[src/redriver_pkg.sv]
// Shared constants and types for the redriver link control block
package redriver_pkg;

	// ----------------------------------------------------------------
	// Four-level pin codes
	// ----------------------------------------------------------------
	typedef logic [1:0] lvl_t;
	localparam lvl_t LVL_0 = 2'h0;
	localparam lvl_t LVL_R = 2'h1;
	localparam lvl_t LVL_F = 2'h2;
	localparam lvl_t LVL_1 = 2'h3;

	typedef logic [3:0] eq_idx_t;

	// ----------------------------------------------------------------
	// Link power states
	// ----------------------------------------------------------------
	typedef enum logic [1:0] {
		ST_DISC = 2'b00,
		ST_U23 = 2'b01,
		ST_U1 = 2'b10,
		ST_U0 = 2'b11
	} link_state_t;

	// ----------------------------------------------------------------
	// Timing
	// ----------------------------------------------------------------
	localparam int CLK_MHZ = 100;
	localparam int T_PG_US = 500;
	localparam int T_CFG_HD_US = 10;
	localparam int T_CTL_DB_MS = 16;
	localparam int T_DET_US = 100;
	localparam int T_U1_IDLE_US = 50;
	// Longest time: round down
	localparam int PG_CYC = T_PG_US * CLK_MHZ;
	// Least time: round up (exact at this rate)
	localparam int CFG_HD_CYC = T_CFG_HD_US * CLK_MHZ;
	localparam int CTL_DB_CYC = T_CTL_DB_MS * 1000 * CLK_MHZ;
	localparam int DET_CYC = T_DET_US * CLK_MHZ;
	localparam int U1_IDLE_CYC = T_U1_IDLE_US * CLK_MHZ;

	localparam int PG_W = 16;
	localparam int HD_W = 10;
	localparam int DB_W = 21;
	localparam int DET_W = 14;
	localparam int IDLE_W = 13;

	// ----------------------------------------------------------------
	// Debounced control pins
	// ----------------------------------------------------------------
	localparam int NPIN = 3;
	localparam int PIN_TEST = 0;
	localparam int PIN_EN = 1;
	localparam int PIN_ORIENT = 2;

	// ----------------------------------------------------------------
	// Register map
	// ----------------------------------------------------------------
	typedef logic [7:0] reg_addr_t;
	typedef logic [7:0] reg_data_t;
	localparam reg_addr_t ADDR_CTRL = 8'h00;
	localparam reg_addr_t ADDR_EQ_DFP = 8'h01;
	localparam reg_addr_t ADDR_EQ_UFP = 8'h02;
	localparam reg_addr_t ADDR_STATUS = 8'h03;

	localparam reg_data_t CTRL_RST = 8'h01;
	localparam reg_data_t EQ_DFP_RST = 8'h00;
	localparam reg_data_t EQ_UFP_RST = 8'h00;
	localparam int CTRL_EN_BIT = 0;
	localparam int LANE_A_LSB = 0;
	localparam int LANE_B_LSB = 4;
	localparam int UPS_LSB = 0;

endpackage

[src/debounce_if.sv]
// Carrier between the link controller and its pin debouncer
interface debounce_if;
	import redriver_pkg::*;
	logic [NPIN-1:0] raw;
	logic [NPIN-1:0] clean;
	modport ctl (output raw, input clean);
	modport deb (input raw, output clean);
endinterface

[src/pin_debounce.sv]
// Debouncer for the slow control pins
module pin_debounce
	import redriver_pkg::*;
#(
	parameter int DB_CYCLES = CTL_DB_CYC
)
(
	input wire logic clk_sys,
	input wire logic rst,
	input wire logic ce,
	debounce_if.deb pins
);

	localparam logic [DB_W-1:0] DB_LAST = DB_W'(DB_CYCLES - 1);

	logic [DB_W-1:0] cnt_r [NPIN];
	logic [NPIN-1:0] clean_r;

	// A pin must hold a new level for the full window; a glitch restarts it
	always_ff @(posedge clk_sys)
	begin
		if (rst)
		begin
			for (int i = 0; i < NPIN; i++)
				cnt_r[i] <= '0;
			clean_r <= '0;
		end
		else if (ce)
		begin
			for (int i = 0; i < NPIN; i++)
			begin
				if (pins.raw[i] == clean_r[i])
					cnt_r[i] <= '0;
				else if (cnt_r[i] == DB_LAST)
				begin
					cnt_r[i] <= '0;
					clean_r[i] <= pins.raw[i];
				end
				else
					cnt_r[i] <= cnt_r[i] + 1'b1;
			end
		end
	end

	assign pins.clean = clean_r;

endmodule

[src/redriver_link_power_fsm.sv]
// Link power state machine and equalization control for the redriver
// --------------------------------------------------------------------
// --------------------------------------------------------------------
//
// The register offsets and the address-and-strobe port were left to the implementer.
module redriver_link_power_fsm
	import redriver_pkg::*;
#(
	parameter int PG_CYCLES = PG_CYC,
	parameter int DB_CYCLES = CTL_DB_CYC,
	parameter int DET_CYCLES = DET_CYC,
	parameter int U1_IDLE_CYCLES = U1_IDLE_CYC
)
(
	input wire logic clk_sys,
	input wire logic rst,
	input wire logic ce,
	input wire logic supply_ok,
	input wire redriver_pkg::lvl_t mode_sel_pin,
	input wire redriver_pkg::lvl_t dfp_gain_pin_high,
	input wire redriver_pkg::lvl_t dfp_gain_pin_low,
	input wire redriver_pkg::lvl_t ufp_gain_pin_high,
	input wire redriver_pkg::lvl_t ufp_gain_pin_low,
	input wire logic test_strap_pin,
	input wire logic usb_enable_pin,
	input wire logic orient_pin,
	input wire logic ufp_term_det,
	input wire logic dfp_term_det,
	input wire logic ufp_elec_idle,
	input wire logic dfp_elec_idle,
	input wire logic ufp_lfps,
	input wire logic dfp_lfps,
	input wire redriver_pkg::reg_addr_t reg_addr,
	input wire redriver_pkg::reg_data_t reg_wdata,
	input wire logic reg_wr,
	input wire logic reg_rd,
	output logic [7:0] reg_rdata,
	output logic power_good,
	output logic bias_off,
	output logic reg_mode,
	output redriver_pkg::link_state_t link_state,
	output logic redrive_en,
	output logic rx_term_en,
	output logic tx_cm_en,
	output logic rx_detect_req,
	output logic eq_on,
	output redriver_pkg::eq_idx_t eq_lane_a,
	output redriver_pkg::eq_idx_t eq_lane_b,
	output redriver_pkg::eq_idx_t eq_upstream,
	output logic orient,
	output logic test_mode
);
	import redriver_pkg::*;

	// ----------------------------------------------------------------
	// Helpers
	// ----------------------------------------------------------------
	// Levels 0,R,F,1 weigh 0..3; high pin weighs four
	function automatic eq_idx_t eq_index(input lvl_t hi, input lvl_t lo);
		eq_index = {hi, lo};
	endfunction

	function automatic eq_idx_t field(input reg_data_t r, input int lsb);
		field = r[lsb +: 4];
	endfunction

	localparam logic [PG_W-1:0] PG_LAST = PG_W'(PG_CYCLES - 1);
	localparam logic [HD_W-1:0] HD_LAST = HD_W'(CFG_HD_CYC - 1);
	localparam logic [DET_W-1:0] DET_LAST = DET_W'(DET_CYCLES - 1);
	localparam logic [IDLE_W-1:0] IDLE_LAST = IDLE_W'(U1_IDLE_CYCLES - 1);

	// ----------------------------------------------------------------
	// Power good
	// ----------------------------------------------------------------
	logic [PG_W-1:0] pg_cnt_r;
	logic pg_r;

	// Counts from supply at minimum; a supply drop restarts the wait
	always_ff @(posedge clk_sys)
	begin
		if (rst)
		begin
			pg_cnt_r <= '0;
			pg_r <= 1'b0;
		end
		else if (ce)
		begin
			if (!supply_ok)
			begin
				pg_cnt_r <= '0;
				pg_r <= 1'b0;
			end
			else if (!pg_r)
			begin
				if (pg_cnt_r == PG_LAST)
					pg_r <= 1'b1;
				else
					pg_cnt_r <= pg_cnt_r + 1'b1;
			end
		end
	end

	// ----------------------------------------------------------------
	// Configuration latch
	// ----------------------------------------------------------------
	logic pg_d_r;
	logic [HD_W-1:0] hd_cnt_r;
	logic bias_off_r;
	logic reg_mode_r;
	lvl_t dfp_hi_r;
	lvl_t dfp_lo_r;
	lvl_t ufp_hi_r;
	lvl_t ufp_lo_r;
	logic pg_rise;

	assign pg_rise = pg_r && !pg_d_r;

	// Sampled once at internal reset release; the board keeps the pins
	// steady across this edge, so no filtering is done here
	always_ff @(posedge clk_sys)
	begin
		if (rst)
		begin
			pg_d_r <= 1'b0;
			reg_mode_r <= 1'b0;
			dfp_hi_r <= LVL_0;
			dfp_lo_r <= LVL_0;
			ufp_hi_r <= LVL_0;
			ufp_lo_r <= LVL_0;
		end
		else if (ce)
		begin
			pg_d_r <= pg_r;
			if (pg_rise)
			begin
				reg_mode_r <= (mode_sel_pin != LVL_0);
				dfp_hi_r <= dfp_gain_pin_high;
				dfp_lo_r <= dfp_gain_pin_low;
				ufp_hi_r <= ufp_gain_pin_high;
				ufp_lo_r <= ufp_gain_pin_low;
			end
		end
	end

	// Bias resistors isolated after the hold time to save power
	always_ff @(posedge clk_sys)
	begin
		if (rst)
		begin
			hd_cnt_r <= '0;
			bias_off_r <= 1'b0;
		end
		else if (ce)
		begin
			if (!pg_r)
			begin
				hd_cnt_r <= '0;
				bias_off_r <= 1'b0;
			end
			else if (!bias_off_r)
			begin
				if (hd_cnt_r == HD_LAST)
					bias_off_r <= 1'b1;
				else
					hd_cnt_r <= hd_cnt_r + 1'b1;
			end
		end
	end

	// ----------------------------------------------------------------
	// Control pin debounce
	// ----------------------------------------------------------------
	debounce_if dbi ();

	assign dbi.raw = {orient_pin, usb_enable_pin, test_strap_pin};

	pin_debounce #(
		.DB_CYCLES(DB_CYCLES)
	) u_deb (
		.clk_sys(clk_sys),
		.rst(rst),
		.ce(ce),
		.pins(dbi.deb)
	);

	// ----------------------------------------------------------------
	// Register port
	// ----------------------------------------------------------------
	reg_data_t ctrl_r;
	reg_data_t eq_dfp_r;
	reg_data_t eq_ufp_r;
	reg_data_t rdata_r;
	link_state_t state_r;
	logic any_lfps;

	assign any_lfps = ufp_lfps || dfp_lfps;

	always_ff @(posedge clk_sys)
	begin
		if (rst)
		begin
			ctrl_r <= CTRL_RST;
			eq_dfp_r <= EQ_DFP_RST;
			eq_ufp_r <= EQ_UFP_RST;
		end
		else if (ce && reg_wr)
		begin
			unique case (reg_addr)
				ADDR_CTRL: ctrl_r <= reg_wdata;
				ADDR_EQ_DFP: eq_dfp_r <= reg_wdata;
				ADDR_EQ_UFP: eq_ufp_r <= reg_wdata;
				default: ;
			endcase
		end
	end

	// Unmapped addresses read as zero
	always_ff @(posedge clk_sys)
	begin
		if (rst)
			rdata_r <= '0;
		else if (ce)
		begin
			rdata_r <= '0;
			if (reg_rd)
			begin
				unique case (reg_addr)
					ADDR_CTRL: rdata_r <= ctrl_r;
					ADDR_EQ_DFP: rdata_r <= eq_dfp_r;
					ADDR_EQ_UFP: rdata_r <= eq_ufp_r;
					ADDR_STATUS: rdata_r <= {dbi.clean[PIN_TEST], dbi.clean[PIN_ORIENT],
						any_lfps, bias_off_r, pg_r, reg_mode_r, state_r};
					default: rdata_r <= '0;
				endcase
			end
		end
	end

	// ----------------------------------------------------------------
	// Link power state machine
	// ----------------------------------------------------------------
	logic usb_on;
	logic both_term;
	logic both_idle;
	logic [DET_W-1:0] det_cnt_r;
	logic det_req_r;
	logic det_chk_r;
	logic [IDLE_W-1:0] idle_cnt_r;
	link_state_t state_nxt;

	assign usb_on = pg_r && (dbi.clean[PIN_EN] || ctrl_r[CTRL_EN_BIT]);
	assign both_term = ufp_term_det && dfp_term_det;
	assign both_idle = ufp_elec_idle && dfp_elec_idle;

	// Periodic far-end detect while the link is down or in U2/U3
	always_ff @(posedge clk_sys)
	begin
		if (rst)
		begin
			det_cnt_r <= '0;
			det_req_r <= 1'b0;
			det_chk_r <= 1'b0;
		end
		else if (ce)
		begin
			det_chk_r <= det_req_r;
			det_req_r <= 1'b0;
			if (!usb_on || state_r == ST_U0 || state_r == ST_U1)
				det_cnt_r <= '0;
			else if (det_cnt_r == DET_LAST)
			begin
				det_cnt_r <= '0;
				det_req_r <= 1'b1;
			end
			else
				det_cnt_r <= det_cnt_r + 1'b1;
		end
	end

	// Idle time spent in U1 before dropping to U2/U3
	always_ff @(posedge clk_sys)
	begin
		if (rst)
			idle_cnt_r <= '0;
		else if (ce)
		begin
			if (state_r != ST_U1 || !both_idle || any_lfps)
				idle_cnt_r <= '0;
			else if (idle_cnt_r != IDLE_LAST)
				idle_cnt_r <= idle_cnt_r + 1'b1;
		end
	end

	always_comb
	begin
		state_nxt = state_r;
		unique case (state_r)
			ST_DISC:
				if (both_term)
					state_nxt = ST_U0;
			ST_U0:
				if (both_idle)
					state_nxt = ST_U1;
			ST_U1:
				if (any_lfps || !both_idle)
					state_nxt = ST_U0;
				else if (idle_cnt_r == IDLE_LAST)
					state_nxt = ST_U23;
			ST_U23:
				if (det_chk_r && !both_term)
					state_nxt = ST_DISC;
				else if (any_lfps)
					state_nxt = ST_U0;
		endcase
		if (!usb_on)
			state_nxt = ST_DISC;
	end

	always_ff @(posedge clk_sys)
	begin
		if (rst)
			state_r <= ST_DISC;
		else if (ce)
			state_r <= state_nxt;
	end

	// ----------------------------------------------------------------
	// Port controls, registered from the next state
	// ----------------------------------------------------------------
	logic redrive_r;
	logic term_r;
	logic cm_r;

	always_ff @(posedge clk_sys)
	begin
		if (rst)
		begin
			redrive_r <= 1'b0;
			term_r <= 1'b0;
			cm_r <= 1'b0;
		end
		else if (ce)
		begin
			redrive_r <= (state_nxt == ST_U0);
			term_r <= (state_nxt != ST_DISC);
			cm_r <= (state_nxt == ST_U0) || (state_nxt == ST_U1);
		end
	end

	// ----------------------------------------------------------------
	// Equalization select
	// ----------------------------------------------------------------
	eq_idx_t eq_a_r;
	eq_idx_t eq_b_r;
	eq_idx_t eq_u_r;
	logic eq_on_r;

	// In pin mode both downstream lanes share the one pin pair
	always_ff @(posedge clk_sys)
	begin
		if (rst)
		begin
			eq_a_r <= '0;
			eq_b_r <= '0;
			eq_u_r <= '0;
			eq_on_r <= 1'b0;
		end
		else if (ce)
		begin
			eq_on_r <= !any_lfps;
			if (reg_mode_r)
			begin
				eq_a_r <= field(eq_dfp_r, LANE_A_LSB);
				eq_b_r <= field(eq_dfp_r, LANE_B_LSB);
				eq_u_r <= field(eq_ufp_r, UPS_LSB);
			end
			else
			begin
				eq_a_r <= eq_index(dfp_hi_r, dfp_lo_r);
				eq_b_r <= eq_index(dfp_hi_r, dfp_lo_r);
				eq_u_r <= eq_index(ufp_hi_r, ufp_lo_r);
			end
		end
	end

	// ----------------------------------------------------------------
	// Outputs
	// ----------------------------------------------------------------
	assign reg_rdata = rdata_r;
	assign power_good = pg_r;
	assign bias_off = bias_off_r;
	assign reg_mode = reg_mode_r;
	assign link_state = state_r;
	assign redrive_en = redrive_r;
	assign rx_term_en = term_r;
	assign tx_cm_en = cm_r;
	assign rx_detect_req = det_req_r;
	assign eq_on = eq_on_r;
	assign eq_lane_a = eq_a_r;
	assign eq_lane_b = eq_b_r;
	assign eq_upstream = eq_u_r;
	assign orient = dbi.clean[PIN_ORIENT];
	assign test_mode = dbi.clean[PIN_TEST];

endmodule

[config.mk]
export PLATFORM = sky130hd
export DESIGN_NAME = redriver_link_power_fsm
export DESIGN_NICKNAME = d
export VERILOG_FILES = /design/src/redriver_pkg.sv /design/src/debounce_if.sv /design/src/pin_debounce.sv /design/src/redriver_link_power_fsm.sv
export SDC_FILE = /design/constraint.sdc
export NUM_CORES = 1
export LEC_CHECK = 0
export ABC_AREA = 1
export BUFFER_PORTS_ARGS = -buffer_cell sky130_fd_sc_hd__buf_2
export CELL_PAD_IN_SITES_DETAIL_PLACEMENT = 0
export CELL_PAD_IN_SITES_GLOBAL_PLACEMENT = 2
export CORE_UTILIZATION = 38
export DETAILED_ROUTE_END_ITERATION = 10
export GPL_ROUTABILITY_DRIVEN = 0
export PLACE_DENSITY_LB_ADDON = 0.1
export SETUP_SLACK_MARGIN = 0.05
export SLEW_MARGIN = 15
export SYNTH_ARGS = -nofsm -noshare
export SYNTH_HDL_FRONTEND = slang
export SYNTH_SLANG_ARGS = --single-unit
[constraint.sdc]
create_clock -name clk_sys -period 5 [get_ports clk_sys]
set_input_delay 1.25 -clock clk_sys [delete_from_list [all_inputs] [get_ports clk_sys]]
set_output_delay 1.25 -clock clk_sys [all_outputs]
set_load 0.01 [all_outputs]
Yosys cells after proc, flatten, opt, wreduce, memory -nomap -nowiden
Memory sizes are Yosys's and may differ from the RTL's. Cells that the tools add are included.

Add/subtract/negate cells: 7. Eq/ne operators: 24. Multiplexer cells: 84. Bitwise operators: 12. Reduce and logical (&&, ||, !) cells: 34.

Operators by type and width (number): $mux W21 (9); $add A21 B1 Y21 const B (3); $eq A21 B21 Y1 const B (3); $mux W1 (52); $mux W16 (3); $pmux W8 S4 (1); $mux W10 (3); $mux W14 (2); $mux W13 (2); $add A16 B1 Y16 const B (1); $eq A16 B16 Y1 const B (1); $eq A8 B2 Y1 const B (2); $reduce_and A3 Y1 (5); $add A14 B1 Y14 const B (1); $eq A14 B14 Y1 const B (1); $mux W2 (7); $add A13 B1 Y13 const B (1); $eq A13 B13 Y1 const B (1); $ne A13 B13 Y1 const B (1); $mux W4 (3); $add A10 B1 Y10 const B (1); $eq A10 B10 Y1 const B (1); $ne A2 B2 Y1 const B (5); $reduce_and A2 Y1 (5); other kinds (14) (47).

Bits in registers: 120. Bits in writable memories: 63. Input bits: 41. Output and inout port bits: 32. Logic and storage cells: 191. Memories kept: 1.

Memories: u_deb.cnt_r (words 3, bits a word 21, read ports 3, clocked after memory_dff 0, wr ports 3, line pin_debounce.sv:16) `logic [DB_W-1:0] cnt_r [NPIN];`.

Depth between registers and ports, before layout
Depth in word-level cells: 8. Mapped depth: 12.

Modules after synthesis
Synthesis repeated with hierarchy kept, for this count alone.

Cells, all modules: 1435. Area, all modules: 10249.8 µm².

By module, submodules not included: redriver_link_power_fsm (times used 1, cells each 910, area each 6082.1 µm², sequential area each 2342.2 µm²); pin_debounce (times used 1, cells each 525, area each 4167.7 µm², sequential area each 1951.9 µm²).

Worst setup path before layout
No wires, ideal clock.

Path type: in2reg. Start: input rst. End: memory u_deb.cnt_r[0][0], enable pin. Library setup time: 402 ps. Arrival: 2308 ps. Setup slack: 2289 ps. Stages: 4. Buffers on the path: 2. Cell sequence: inv_1 clkbuf_1 clkbuf_1 nand2_1.

RTL lines: start: declaration (line redriver_link_power_fsm.sv:16) `input wire logic rst,`; end: declaration (line pin_debounce.sv:16).

Final worst setup path
Start: input ce. End: register eq_ufp_r[5].

Longest elaborated chain between the ends: 2.

RTL lines: start: declaration (line redriver_link_power_fsm.sv:17) `input wire logic ce,`; $logic_and A1 B1 Y1 (line redriver_link_power_fsm.sv:206) `else if (ce && reg_wr)`; $reduce_and A2 Y1 (no line); end signal: assignment (line redriver_link_power_fsm.sv:211) `ADDR_EQ_UFP: eq_ufp_r <= reg_wdata;`; end: declaration (line redriver_link_power_fsm.sv:191) `reg_data_t eq_ufp_r;`.

No other way between the ends. A chain may end at the register's enable or synchronous reset.

==> summary.txt <==
Run status
  • Status: finished, final reports clean

Setup path
  • Crit-path max FO: between 40 and 50
  • Setup Crit Path Kind: input port to register
  • Slowest CP cell: nor4_4
  • WP data required: 5.36 ns
  • Crit path DAT: 3.07 ns
  • CP Capture Type: register
  • CP Launch Type: input port
  • Slowest stage delay, CP: roughly 0.74 ns
  • FF-to-FF setup slack: ~2.6 ns
  • CP Cell Sequence: buf_2 > buf_4 > nand2_4 > nor4_4 > o21ai_0 > a21oi_1

Finish
  • Nets: between 1000 and 1500
  • Area Growth Syn to Fin: 12.04%
  • Antenna cells: 0
  • Fin util: 0.4373
  • Most frequent cells in the layout: nand2_1 (323), nor2_1 (232), inv_1 (130), dfxtp_1 (120), nand3_1 (113)
  • Most common cell after layout, fill and taps aside: nand2_1
  • Post-Layout Cell Count: between 1500 and 2000
  • Share of cells above drive strength 1: 0.1130
  • Final instance area: 11110 µm²

Yosys
  • Top cell type's share of synthesized area: 0.2423
  • Synth top area cells: dfxtp_1 (24%), edfxtp_1 (19%), nand2_1 (12%)
  • Seq/Total Area, Yosys: 0.4332
  • Yosys cell types: 44
  • Post-synth top flop: dfxtp_1
  • Seq cells post-synth: ~180
  • Yosys top cell by area: dfxtp_1
  • Syn_nets: ~1400
  • Mapped Area: just under 10000 µm²
  • Asr flop ratio synth: 0
  • Yosys warning count: 0
  • Number of synthesized flops with an enable pin: between 60 and 70
  • Mean Syn Cell Area: about 7.2 µm²
  • Post-Synthesis Cells: ~1400

Die
  • Initial core utilization: 0.3903
  • Die X-Extent: 163.5 µm
  • Die area: 26740 µm²
  • Site Rows: between 50 and 60
  • Top-Level Pins: 73
  • Core area: ~25000 µm²
  • DIE HEIGHT: roughly 160 µm

Timing
  • Worst slew pin tran: around 1 ns
  • RSZ-0062 raised after global routing: no
  • FMAX: 0.3697 GHz
  • Final Skew: ~0.014 ns
  • Hold Vio Cnt, Final: 0
  • Setup WS post-layout: approximately 2.3 ns
  • Tmin final: 2.705 ns
  • Final setup viols: 0
  • Worst rel slew slack: 0.3323
  • Slew Viols, Final: 0
  • Final period util: 0.5410
  • Setup_tns: 0 ns
  • Worst hold margin: about 0.47 ns

Clocking
  • Longest Clk Path Bufs: 2
  • Root buf cell: clkbuf_16
  • Post-CTS Setup Bufs: 0
  • Clock sinks: about 180
  • CTS resizes: 0
  • Num CTS Buffers: 17
  • Worst-skew pair later-pin latency: between 0.4 and 0.5 ns
  • CTS Hold Bufs: 0
  • CTS tree: done
  • Htree depth: 4
  • Worst-path clk slew: around 0.070 ns

Worst hold path
  • Worst Hold Class: register to register

Pwr
  • Lkg Pwr: about 4.3 nW
  • Peak supply drop: roughly 0.14 mV
  • Clk pwr share: 0.423
  • Total power: approximately 3.2 mW
  • Internal: roughly 2.3 mW
  • Sequential Power Share: 0.514
  • Share of total power in combinational logic: 0.063
  • Switching part of the total: 0.2691
  • P_sw: approximately 850 µW
  • PwrDens: between 200 and 300 nW/µm²

GRT
  • First-pass GRT wire length: approximately 41000 µm
  • Initial antenna violation count: 0
  • Largest net degree at the start of global routing: 48
  • Grt ovf: 0
  • GRT Total Usage: 0.1939
  • Vias in the first global route: 8273

Place
  • Placed cell areas: around 11000 µm²
  • Hpwl dp: approximately 18000 µm
  • Dpl ws: around 1.8 ns
  • PortBufs: just over 70
  • Dpl cells: ~1700

Routing
  • DRT iter0 DRCs: about 560
  • DR vias: slightly below 9000
  • DRT Pass-1 Iters: 5
  • Final wirelength: 25160 µm
  • Via density: around 5.0
  • DRC errors left: 0
  • Wire per inst: between 10 and 15 µm
  • Number of antenna-violating nets in the routed design: 0

Run
  • MaxCap Viol Count: 0
==> worst paths after layout <==
kind | endpoint | from | depth (start not counted)
min | eq_upstream[2]$_SDFFE_PP0P_ | ufp_hi_r[0]$_SDFFE_PP0P_ | 2
min reg2reg | eq_upstream[2]$_SDFFE_PP0P_ | ufp_hi_r[0]$_SDFFE_PP0P_ | 2
max reg2reg | u_deb.cnt_r[0][13]$_SDFFCE_PN0P_ | u_deb.cnt_r[0][0]$_SDFFCE_PN0P_ | 7
max | eq_ufp_r[5]$_SDFFE_PP0P_ | ce | 6
==> area by class of cell <==
cell class / instances / area, µm²
clock buffer: 17 / 425.4
clock inverter: 15 / 153.9
fill: 2704 / 14290
inverter: 146 / 548.0
multi-input combinational: 1013 / 4875
sequential: 183 / 4294
tap: 330 / 412.9
timing repair buffer: 77 / 397.9
==> sequential cells by signal (all words and copies together), names as in the netlist, 2 cells and up <==
signal	count
eq_upstream	4
ctrl_r	8
eq_lane_b	4
dfp_lo_r	2
ufp_lo_r	2
eq_ufp_r	8
u_deb.pins.clean	3
idle_cnt_r	13
ufp_hi_r	2
pg_cnt_r	16
link_state	2
eq_dfp_r	8
eq_lane_a	4
hd_cnt_r	10
reg_rdata	8
dfp_hi_r	2
u_deb.cnt_r	63
det_cnt_r	14
==> power groups by stage <==
stage | clock (mW) | combinational, mW | sequential (mW)
floorplan | 0 | 0.135 | 1.65
global placement | 0 | 0.200 | 1.66
detailed placement | 0 | 0.201 | 1.66
CTS | 1.37 | 0.202 | 1.62
global route | 1.43 | 0.225 | 1.63
finish | 1.34 | 0.198 | 1.62
==> synth_stat cells, types with 3 or more instances <==
cell / number
dfxtp_1: 120
buf_2: 16
nand4_1: 31
buf_6: 3
o21ai_0: 46
nor2_4: 4
a21oi_1: 105
o21ai_1: 16
nor3_2: 11
nand3b_1: 5
nor3_1: 30
nor2_1: 232
nor3b_1: 6
inv_1: 131
o211ai_1: 9
ha_1: 7
clkbuf_1: 14
edfxtp_1: 63
nand2_1: 323
nor2_2: 8
nand3_1: 113
xnor2_1: 9
inv_2: 13
nand2_2: 5
xor2_1: 26
buf_4: 4
a31oi_1: 3
==> per-layer routing <==
| metal | up-vias | global-route usage | share of wire | routed length (µm) |
|---|---|---|---|---|
| met5 | - | 0 | 0 | 0 |
| met4 | 0 | 0.06019 | 0.014 | 362 |
| met3 | 24 | 0.02819 | 0.030 | 749 |
| met2 | 122 | 0.3091 | 0.45 | 11320 |
| met1 | 4102 | 0.2690 | 0.51 | 12720 |
| li1 | 4642 | - | - | - |
==> logic make-up after synthesis <==
kind of cell | Yosys count | synth area share
AOI/OAI and AO/OA | 186 | 0.09832
xor gates and xnor gates | 35 | 0.03092
adders and majority gates | 7 | 0.008835
buffers and inverters | 183 | 0.07510
DFF | 183 | 0.4332
and+or+nand+nor | 785 | 0.3537
==> worst max-delay path, delay by kind of cell <==
| kind | cells | cell delay (ns) |
|---|---|---|
| AO/OA/AOI/OAI | 2 | 0.34 |
| AND/OR/NAND/NOR | 2 | 0.89 |
| buffers and inverters | 2 | 0.58 |
(Power assumes the default switching activity.)
